--- config.mk ---
export PLATFORM = sky130hd
export DESIGN_NAME = itam_top
export DESIGN_NICKNAME = d
export VERILOG_FILES = /design/src/core/itam_pkg.sv /design/src/core/itam_timeout.sv /design/src/core/itam_match.sv /design/src/core/itam_top.sv
export VERILOG_INCLUDE_DIRS = /design/src /design/src/core
export SDC_FILE = /design/constraint.sdc
export NUM_CORES = 1
export LEC_CHECK = 0
export CAP_MARGIN = 40
export CORE_UTILIZATION = 50
export DETAILED_ROUTE_END_ITERATION = 12
export DONT_BUFFER_PORTS = 1
export PLACE_DENSITY = 0.68
export SYNTH_ARGS = -nofsm -noshare
export SYNTH_HDL_FRONTEND = slang
export SYNTH_HIERARCHICAL = 1
export SYNTH_SLANG_ARGS = --single-unit
export TNS_END_PERCENT = 100
--- constraint.sdc ---
create_clock -name clk_sys -period 2.5 [get_ports clk_sys]
set_clock_uncertainty 0.2 [all_clocks]
set_input_delay 0.5 -clock clk_sys [delete_from_list [all_inputs] [get_ports clk_sys]]
set_output_delay 0.5 -clock clk_sys [all_outputs]
set_load 0.1 [all_outputs]
--- src/core/itam_params.svh ---
// Constants of the time-out and address match block: map, fields, counts.
// Assumes inclusion by bare name from the package and design modules.
// Function
// - Enable bit runs a 14-bit time-out counter after the serial flag clears.
// - Writing one to the serial flag resets the counter; restart after flag clears.
// - Prescale select divides the counter input clock by four.
// - Hardware sets the time-out flag on time-out; it stays until cleared.
// - A set time-out flag requests an interrupt only when interrupt enable is one.
// - Writing one clears the time-out flag; writing zero leaves it.
// - In master mode own-address registers are ignored for recognition.
// - In slave mode respond when any of four masked own addresses matches.
// - Bit zero of each own-address register enables general call recognition.
// - A mask bit of one makes that received address bit don't-care.
// - A mask bit of zero demands an exact match of that bit.
// - Four mask registers, each paired with one own-address register.
// - Hardware sets the serial flag on each defined bus state.
// - Interrupt enable is bit seven of the control register and gates interrupts.
// - With general call enabled, the all-zero address is a general call.
`ifndef ITAM_PARAMS_SVH
`define ITAM_PARAMS_SVH
`define ITAM_OFF_CTL   8'h00
`define ITAM_OFF_OWN0  8'h04
`define ITAM_OFF_TOC   8'h14
`define ITAM_OFF_OWN1  8'h18
`define ITAM_OFF_OWN2  8'h1C
`define ITAM_OFF_OWN3  8'h20
`define ITAM_OFF_MSK0  8'h24
`define ITAM_OFF_MSK1  8'h28
`define ITAM_OFF_MSK2  8'h2C
`define ITAM_OFF_MSK3  8'h30
`define ITAM_OFF_STS   8'h44
`define ITAM_OFF_IEN   8'h48
`define ITAM_CTL_INT_EN 7
`define ITAM_CTL_SI    3
`define ITAM_TOC_EN    2
`define ITAM_TOC_PRESC 1
`define ITAM_TOC_FLAG  0
`define ITAM_EV_TO     0
`define ITAM_EV_SI     1
`define ITAM_EV_HIT    2
`define ITAM_IEN_RST   3'h7
`define ITAM_TO_TERM   14'h3FFF
`define ITAM_PRESC_TOP 2'h3
`define ITAM_GENCALL_ADDR 7'h00
`endif

--- src/core/itam_pkg.sv ---
// Types shared by the time-out and address match block.
// Assumes the constants header sits beside it.
package itam_pkg;
   typedef struct packed {
      logic        read;
      logic        write;
      logic [7:0]  address;
      logic [3:0]  byteenable;
      logic [31:0] writedata;
   } itam_avs_req_t;

   typedef struct packed {
      logic [6:0] addr;
      logic       gencall_en;
   } itam_own_t;

   typedef enum logic [1:0] {
      ST_IDLE = 2'b01,
      ST_ACK  = 2'b10
   } itam_bus_st_t;
endpackage : itam_pkg

--- src/core/itam_timeout.sv ---
// Bus time-out counter with optional divide-by-four prescale.
// Assumes enable, prescale and serial flag come from the same clock.
`timescale 1ns/100ps
`include "itam_params.svh"
module itam_timeout #(
   parameter logic [13:0] TERM = `ITAM_TO_TERM
) (
   input  logic clk_sys,
   input  logic rst,
   input  logic enable,
   input  logic prescale,
   input  logic si,
   input  logic restart,
   output logic expire
);
   import itam_pkg::*;
   logic [1:0]  pre_q;
   logic [13:0] cnt_q;
   logic        done_q;
   logic        run;
   logic        tick;
   logic        last;

   assign run  = enable & ~si & ~done_q;
   assign tick = ~prescale | (pre_q == `ITAM_PRESC_TOP);
   assign last = tick & (cnt_q == TERM);

   always_ff @(posedge clk_sys) begin
      if (rst | ~enable | si | restart) begin
         pre_q  <= '0;
         cnt_q  <= '0;
         done_q <= 1'b0;
         expire <= 1'b0;
      end else begin
         expire <= run & last;
         if (run) begin
            pre_q <= pre_q + 2'h1;
            if (last) begin
               done_q <= 1'b1;
            end else if (tick) begin
               cnt_q <= cnt_q + 14'h1;
            end
         end
      end
   end
endmodule : itam_timeout

--- src/core/itam_match.sv ---
// Slave address recognition against four masked own addresses.
// Assumes rx_addr holds the received address byte while rx_valid is high.
`timescale 1ns/100ps
`include "itam_params.svh"
module itam_match (
   input  logic                       rx_valid,
   input  logic [7:0]                 rx_addr,
   input  logic                       bus_master,
   input  itam_pkg::itam_own_t [3:0]  own,
   input  logic [3:0][6:0]            mask,
   output logic                       hit,
   output logic                       gencall,
   output logic [1:0]                 idx
);
   import itam_pkg::*;
   logic [6:0] ra;
   logic [3:0] ent;
   logic [3:0] gen_ok;

   assign ra = rx_addr[7:1];

   for (genvar g = 0; g < 4; g++) begin : g_ent
      // All-zero address never matches as a plain address
      assign gen_ok[g] = own[g].gencall_en & (ra == `ITAM_GENCALL_ADDR);
      assign ent[g] = gen_ok[g] | ((ra != `ITAM_GENCALL_ADDR) &
                      (((ra ^ own[g].addr) & ~mask[g]) == '0));
   end

   always_comb begin
      hit = rx_valid & ~bus_master & (|ent);
      gencall = hit & (|gen_ok);
      idx = 2'h0;
      for (int k = 3; k >= 0; k--) begin
         if (ent[k]) begin
            idx = 2'(k);
         end
      end
   end
endmodule : itam_match

--- src/core/itam_top.sv ---
// Time-out counter and own-address match registers behind Avalon-MM.
// Assumes the transfer state machine on the same clock drives state_event,
// bus_master and the received address byte.
//
// Chosen here: register access over Avalon-MM.
`timescale 1ns/100ps
`include "itam_params.svh"
module itam_top #(
   parameter logic [13:0] TO_LIMIT = `ITAM_TO_TERM
) (
   input  logic                    clk_sys,
   input  logic                    rst,
   input  itam_pkg::itam_avs_req_t avs_req,
   output logic [31:0]             avs_readdata,
   output logic                    avs_waitrequest,
   input  logic                    state_event,
   input  logic                    bus_master,
   input  logic                    rx_valid,
   input  logic [7:0]              rx_addr,
   output logic                    irq,
   output logic                    addr_hit,
   output logic                    gencall_hit,
   output logic [1:0]              hit_index
);
   import itam_pkg::*;

   localparam logic [7:0] OWN_OFF [4] = '{
      `ITAM_OFF_OWN0,
      `ITAM_OFF_OWN1,
      `ITAM_OFF_OWN2,
      `ITAM_OFF_OWN3
   };
   localparam logic [7:0] MSK_OFF [4] = '{
      `ITAM_OFF_MSK0,
      `ITAM_OFF_MSK1,
      `ITAM_OFF_MSK2,
      `ITAM_OFF_MSK3
   };

   itam_bus_st_t     st_q;
   logic             wr_go;
   logic [7:0]       wd;
   logic             wr_ctl;
   logic             wr_toc;
   logic             wr_sts;
   logic             wr_ien;
   logic [31:0]      rd_d;
   logic             int_en_q;
   logic             si_q;
   logic             en_q;
   logic             prescale_q;
   logic [2:0]       sts_q;
   logic [2:0]       ien_q;
   logic [2:0]       ev;
   logic [2:0]       clr;
   itam_own_t [3:0]  own_q;
   logic [3:0][6:0]  mask_q;
   logic             to_expire;
   logic             to_restart;
   logic             m_hit;
   logic             m_gencall;
   logic [1:0]       m_idx;

   // Bus slave: one wait state, then a single ready cycle
   always_ff @(posedge clk_sys) begin
      if (rst) begin
         st_q            <= ST_IDLE;
         avs_waitrequest <= 1'b1;
      end else begin
         case (st_q)
            ST_IDLE: begin
               if (avs_req.read | avs_req.write) begin
                  st_q            <= ST_ACK;
                  avs_waitrequest <= 1'b0;
               end
            end
            ST_ACK: begin
               st_q            <= ST_IDLE;
               avs_waitrequest <= 1'b1;
            end
            default: begin
               st_q            <= ST_IDLE;
               avs_waitrequest <= 1'b1;
            end
         endcase
      end
   end

   // Write takes effect at the edge the master sees waitrequest low
   assign wr_go  = avs_req.write & (st_q == ST_ACK) & avs_req.byteenable[0];
   assign wd     = avs_req.writedata[7:0];
   assign wr_ctl = wr_go & (avs_req.address == `ITAM_OFF_CTL);
   assign wr_toc = wr_go & (avs_req.address == `ITAM_OFF_TOC);
   assign wr_sts = wr_go & (avs_req.address == `ITAM_OFF_STS);
   assign wr_ien = wr_go & (avs_req.address == `ITAM_OFF_IEN);

   always_comb begin
      rd_d = '0;
      case (avs_req.address)
         `ITAM_OFF_CTL: begin
            rd_d[`ITAM_CTL_INT_EN] = int_en_q;
            rd_d[`ITAM_CTL_SI] = si_q;
         end
         `ITAM_OFF_TOC: begin
            rd_d[`ITAM_TOC_EN]   = en_q;
            rd_d[`ITAM_TOC_PRESC] = prescale_q;
            rd_d[`ITAM_TOC_FLAG] = sts_q[`ITAM_EV_TO];
         end
         `ITAM_OFF_STS: begin
            rd_d[2:0] = sts_q;
         end
         `ITAM_OFF_IEN: begin
            rd_d[2:0] = ien_q;
         end
         default: begin
            rd_d = '0;
         end
      endcase
      for (int k = 0; k < 4; k++) begin
         if (avs_req.address == OWN_OFF[k]) begin
            rd_d[7:0] = own_q[k];
         end
         if (avs_req.address == MSK_OFF[k]) begin
            rd_d[7:1] = mask_q[k];
         end
      end
   end

   // Read data captured on entry to the ready cycle; unmapped reads give zero
   always_ff @(posedge clk_sys) begin
      if (rst) begin
         avs_readdata <= '0;
      end else if (st_q == ST_IDLE && avs_req.read) begin
         avs_readdata <= rd_d;
      end
   end

   // Control register: interrupt enable and serial flag
   always_ff @(posedge clk_sys) begin
      if (rst) begin
         int_en_q <= 1'b0;
      end else if (wr_ctl) begin
         int_en_q <= wd[`ITAM_CTL_INT_EN];
      end
   end

   // A new bus state outranks a clearing write in the same cycle
   always_ff @(posedge clk_sys) begin
      if (rst) begin
         si_q <= 1'b0;
      end else if (state_event) begin
         si_q <= 1'b1;
      end else if (wr_ctl && wd[`ITAM_CTL_SI]) begin
         si_q <= 1'b0;
      end
   end

   assign to_restart = wr_ctl & wd[`ITAM_CTL_SI];

   // Time-out control register
   always_ff @(posedge clk_sys) begin
      if (rst) begin
         en_q       <= 1'b0;
         prescale_q <= 1'b0;
      end else if (wr_toc) begin
         en_q       <= wd[`ITAM_TOC_EN];
         prescale_q <= wd[`ITAM_TOC_PRESC];
      end
   end

   itam_timeout #(
      .TERM    (TO_LIMIT)
   ) u_timeout (
      .clk_sys (clk_sys),
      .rst     (rst),
      .enable  (en_q),
      .prescale (prescale_q),
      .si      (si_q),
      .restart (to_restart),
      .expire  (to_expire)
   );

   // Own-address and mask registers, one pair per entry
   for (genvar g = 0; g < 4; g++) begin : g_reg
      always_ff @(posedge clk_sys) begin
         if (rst) begin
            own_q[g]  <= '0;
            mask_q[g] <= '0;
         end else begin
            if (wr_go && avs_req.address == OWN_OFF[g]) begin
               own_q[g] <= itam_own_t'(wd);
            end
            if (wr_go && avs_req.address == MSK_OFF[g]) begin
               mask_q[g] <= wd[7:1];
            end
         end
      end
   end

   itam_match u_match (
      .rx_valid   (rx_valid),
      .rx_addr    (rx_addr),
      .bus_master (bus_master),
      .own        (own_q),
      .mask       (mask_q),
      .hit        (m_hit),
      .gencall    (m_gencall),
      .idx        (m_idx)
   );

   always_ff @(posedge clk_sys) begin
      if (rst) begin
         addr_hit  <= 1'b0;
         gencall_hit <= 1'b0;
         hit_index <= '0;
      end else begin
         addr_hit <= m_hit;
         gencall_hit <= m_gencall;
         if (m_hit) begin
            hit_index <= m_idx;
         end
      end
   end

   // Event status: the time-out flag is bit zero, shared with the
   // time-out control view, so one write of one clears both views
   assign ev = {m_hit, state_event, to_expire};
   always_comb begin
      clr = '0;
      if (wr_sts) begin
         clr = wd[2:0];
      end
      if (wr_toc && wd[`ITAM_TOC_FLAG]) begin
         clr[`ITAM_EV_TO] = 1'b1;
      end
   end

   always_ff @(posedge clk_sys) begin
      if (rst) begin
         sts_q <= '0;
      end else begin
         sts_q <= (sts_q & ~clr) | ev;
      end
   end

   always_ff @(posedge clk_sys) begin
      if (rst) begin
         ien_q <= `ITAM_IEN_RST;
      end else if (wr_ien) begin
         ien_q <= wd[2:0];
      end
   end

   // Level output; the enable bit gates every request of the controller
   always_ff @(posedge clk_sys) begin
      if (rst) begin
         irq <= 1'b0;
      end else begin
         irq <= int_en_q & (|(sts_q & ien_q));
      end
   end
endmodule : itam_top

==> results by group <==
Timing
  • RSZ-0062 raised after global routing: false
  • Slew Viols, Final: 0
  • Worst Tran Pin Value: about 0.76 ns
  • Max Clk Rate: around 0.42 GHz
  • Final Cycle Share: a little over nine tenths
  • Tmin final: around 2.4 ns
  • Finish-stage setup viols: 0
  • Slew margin rel.: 48.7%
  • TNS Setup: 0 ns
  • Final Hold Fails: 0

Clock network
  • Post-CTS Resized: 0
  • CTS Sinks: ~100
  • CTS Buffer Depth: 2
  • Root buffer cell: clkbuf_16
  • Clock transition at path regs: 0.08 ns
  • Cts bufs inserted: 9
  • Latest clock arrival within the worst-skew pair: roughly 0.36 ns
  • H-tree levels: 3
  • CTS tree: done

Detailed routing
  • Vias/cell: just over 6
  • DR pass1 iterations: 5
  • DRC errors left: 0
  • Total vias in the final route: slightly above 5000
  • Antenna Nets Post-Route: 0
  • Final WL: between 15000 and 20000 um
  • Routed len/inst: ~19 um
  • Initial DRC Count: between 400 and 500

Synthesis
  • Synthesis Warnings: 6
  • Cell taking the most area after synthesis: dfxtp_1
  • Post-synth EDFFs: 0
  • Post-Synthesis Cells: ~710
  • Sequential area share after synthesis: 35.4%
  • Most numerous cell in the Yosys netlist: dfxtp_1
  • Post-synth top cells: 103 x dfxtp_1, 75 x a21oi_1, 67 x nor2_1
  • Share of the synthesized area in the top cell type: 35.4%
  • Top FF cell, synth: dfxtp_1
  • FF+latch count, synth: 103
  • Syn avg cell area: slightly above 8 um2
  • Area contributors post-synth: dfxtp_1 35%, a21oi_1 6.4%, xnor2_1 5.3%
  • Unique masters post-synth: 76
  • Syn Std Cell Area: just under 6000 um2
  • Synth async-reset ratio: 0%

Die
  • I/O pin total: 97
  • Die ar.: around 12000 um2
  • Core area: approximately 11000 um2
  • Row count: 39
  • Die H: approximately 110 um
  • Initial core utilization: roughly 51%
  • Die width: about 110 um

GRT
  • Initial antenna violation count: 0
  • Largest net degree at the start of global routing: 83
  • GRT overflow: 0
  • Gr usage total: ~27%
  • First-pass GRT wire length: 24700 um
  • Vias in the first global route: 4777

Placed design
  • Cell count after placement: a little over 800
  • DP HPWL: 11000 um
  • Placer Congestion: approximately 0.91
  • PortBufs: 0
  • Placed Instance Area: 5930 um2

Setup path
  • Crit path launch type: register
  • CP Class: register to register
  • Register-to-register setup slack: ~0.15 ns
  • Crit path DAT: 2.40 ns
  • Crit Path Max Fanout: 4
  • Max stage delay on crit path: roughly 0.7 ns
  • Worst Path Required: ~2.6 ns
  • Worst setup EP type: register
  • Crit-path cells: xnor2_1, o22ai_1, nor4_1, nor3_1, a21oi_2, mux2i_1, nor2_1
  • Slowest CP cell: nor4_1

Pwr
  • Lkg Pwr: between 0.002 and 0.0025 uW
  • Pwr Density: 598 nW/um2
  • Max VDD drop: between 0.0006 and 0.0007 V

Finish
  • Post-Layout Cell Count: around 850
  • Fin nets: 760
  • Filler instances: ~1100
  • Final Cell Area: between 6000 and 7000 um2
  • Share of cells above drive strength 1: between 10% and 20%
  • ANT cells: 0
  • Synth-to-layout area growth: 8.07%

Hold path
  • Hold WC Path Type: primary input to register

Flow run
  • Max cap viols: 0

Run status
  • Status: finished clean
[metrics by stage]
stage                     util (%)  power (uW)  hold slack [ns]  worst slack (ns)
final                         55.4        3770           0.0299             0.146
after global routing          55.4        3870          0.00974            0.0242
after CTS                     55.4        3780          0.00262             0.206
after detailed placement      52.2        2100            0.255            0.0409
after global placement        52.2        2090            0.229            0.0358
after floorplan                  -        2140            0.213            0.0152
[layout by cell type, fill, tap and decap left out, types with 4 or more instances in the layout]
cell	instances
dfxtp_1	102
a21oi_1	74
nor2_1	66
nand2_1	62
nand3_1	61
buf_4	36
xnor2_1	35
mux2i_1	25
conb_1	24
o22ai_1	20
o21ai_0	17
nor3_1	13
clkbuf_16	9
nand4_1	8
nand3b_1	7
and2_1	7
inv_1	6
nand2b_1	6
nor4_1	6
or4_1	5
and3_1	5
nor2b_1	5
a22o_1	4
and3b_1	4
a32oi_1	4
a211o_1	4
xor2_1	4
[state kept, by name, indices dropped and copies added, names as in the netlist, 2 cells and up]
| register | count |
|---|---|
| mask_q | 28 |
| avs_readdata | 8 |
| u_timeout/cnt_q | 14 |
| sts_q | 3 |
| ien_q | 3 |
| st_q | 2 |
| own_q | 32 |
| u_timeout/pre_q | 2 |
| hit_index | 2 |
[logic make-up (layout without fill, tap and decap cells)]
group | count (synthesis) | in the layout | share of synthesized area [%]
adder cells (fa/ha/maj) | 2 | 2 | 0.429
buffers and inverters | 89 | 61 | 9.01
multiplexers | 25 | 25 | 4.29
AO/OA/AOI/OAI | 160 | 160 | 17.3
XOR/XNOR | 39 | 39 | 5.86
flip-flops | 103 | 103 | 35.4
AND/OR/NAND/NOR | 290 | 290 | 27.7
other | 1 | 24 | 0.0643
[timing repair]
action | 4_1_cts | 5_1_grt
setup buffers | 0 | 0
hold endpoints to repair | 7 | 0
hold buffers | 1 | 0
[area by class of cell]
class	count	area [um2]	share of cell area (%)
clock buffer	11	253	4.01
clock inverter	5	110	1.75
inverter	6	22.5	0.357
multi-input combinational	540	3350	53.2
sequential	103	2070	32.8
tap	143	179	2.84
timing repair buffer	39	320	5.08
[critical path: cells and delay by family (launching register included)]
family / cells / cell delay, ns
and+or+nand+nor: 3 / 0.90
DFF: 1 / 0.39
AOI/OAI and AO/OA: 2 / 0.39
muxes: 1 / 0.22
xor gates and xnor gates: 1 / 0.15
[metal layers]
layer  share of wire [%]  vias to the layer above  global-route usage, %
met2                  49                      212                   46.1
met5                   0                        -                      0
met1                  41                     2479                   33.3
li1                    -                     2468                      -
met3                 6.9                       30                   6.17
met4                 3.0                        0                   10.2
[final timing paths]
| path | from | to | depth (start not counted) |
|---|---|---|---|
| hold / removal | rst | own_q[31] | 1 |
| setup reg to reg | own_q[2] | hit_index[1] | 7 |
| hold reg to reg | u_timeout/expire | sts_q[0] | 2 |
| setup / recovery | own_q[2] | hit_index[1] | 7 |
[where the power goes]
| part | internal, uW | switching (uW) |
|---|---|---|
| Combinational | 91.0 | 314 |
| Clock | 1040 | 658 |
| Sequential | 1650 | 9.92 |
Power figures use the tool's default switching activity.
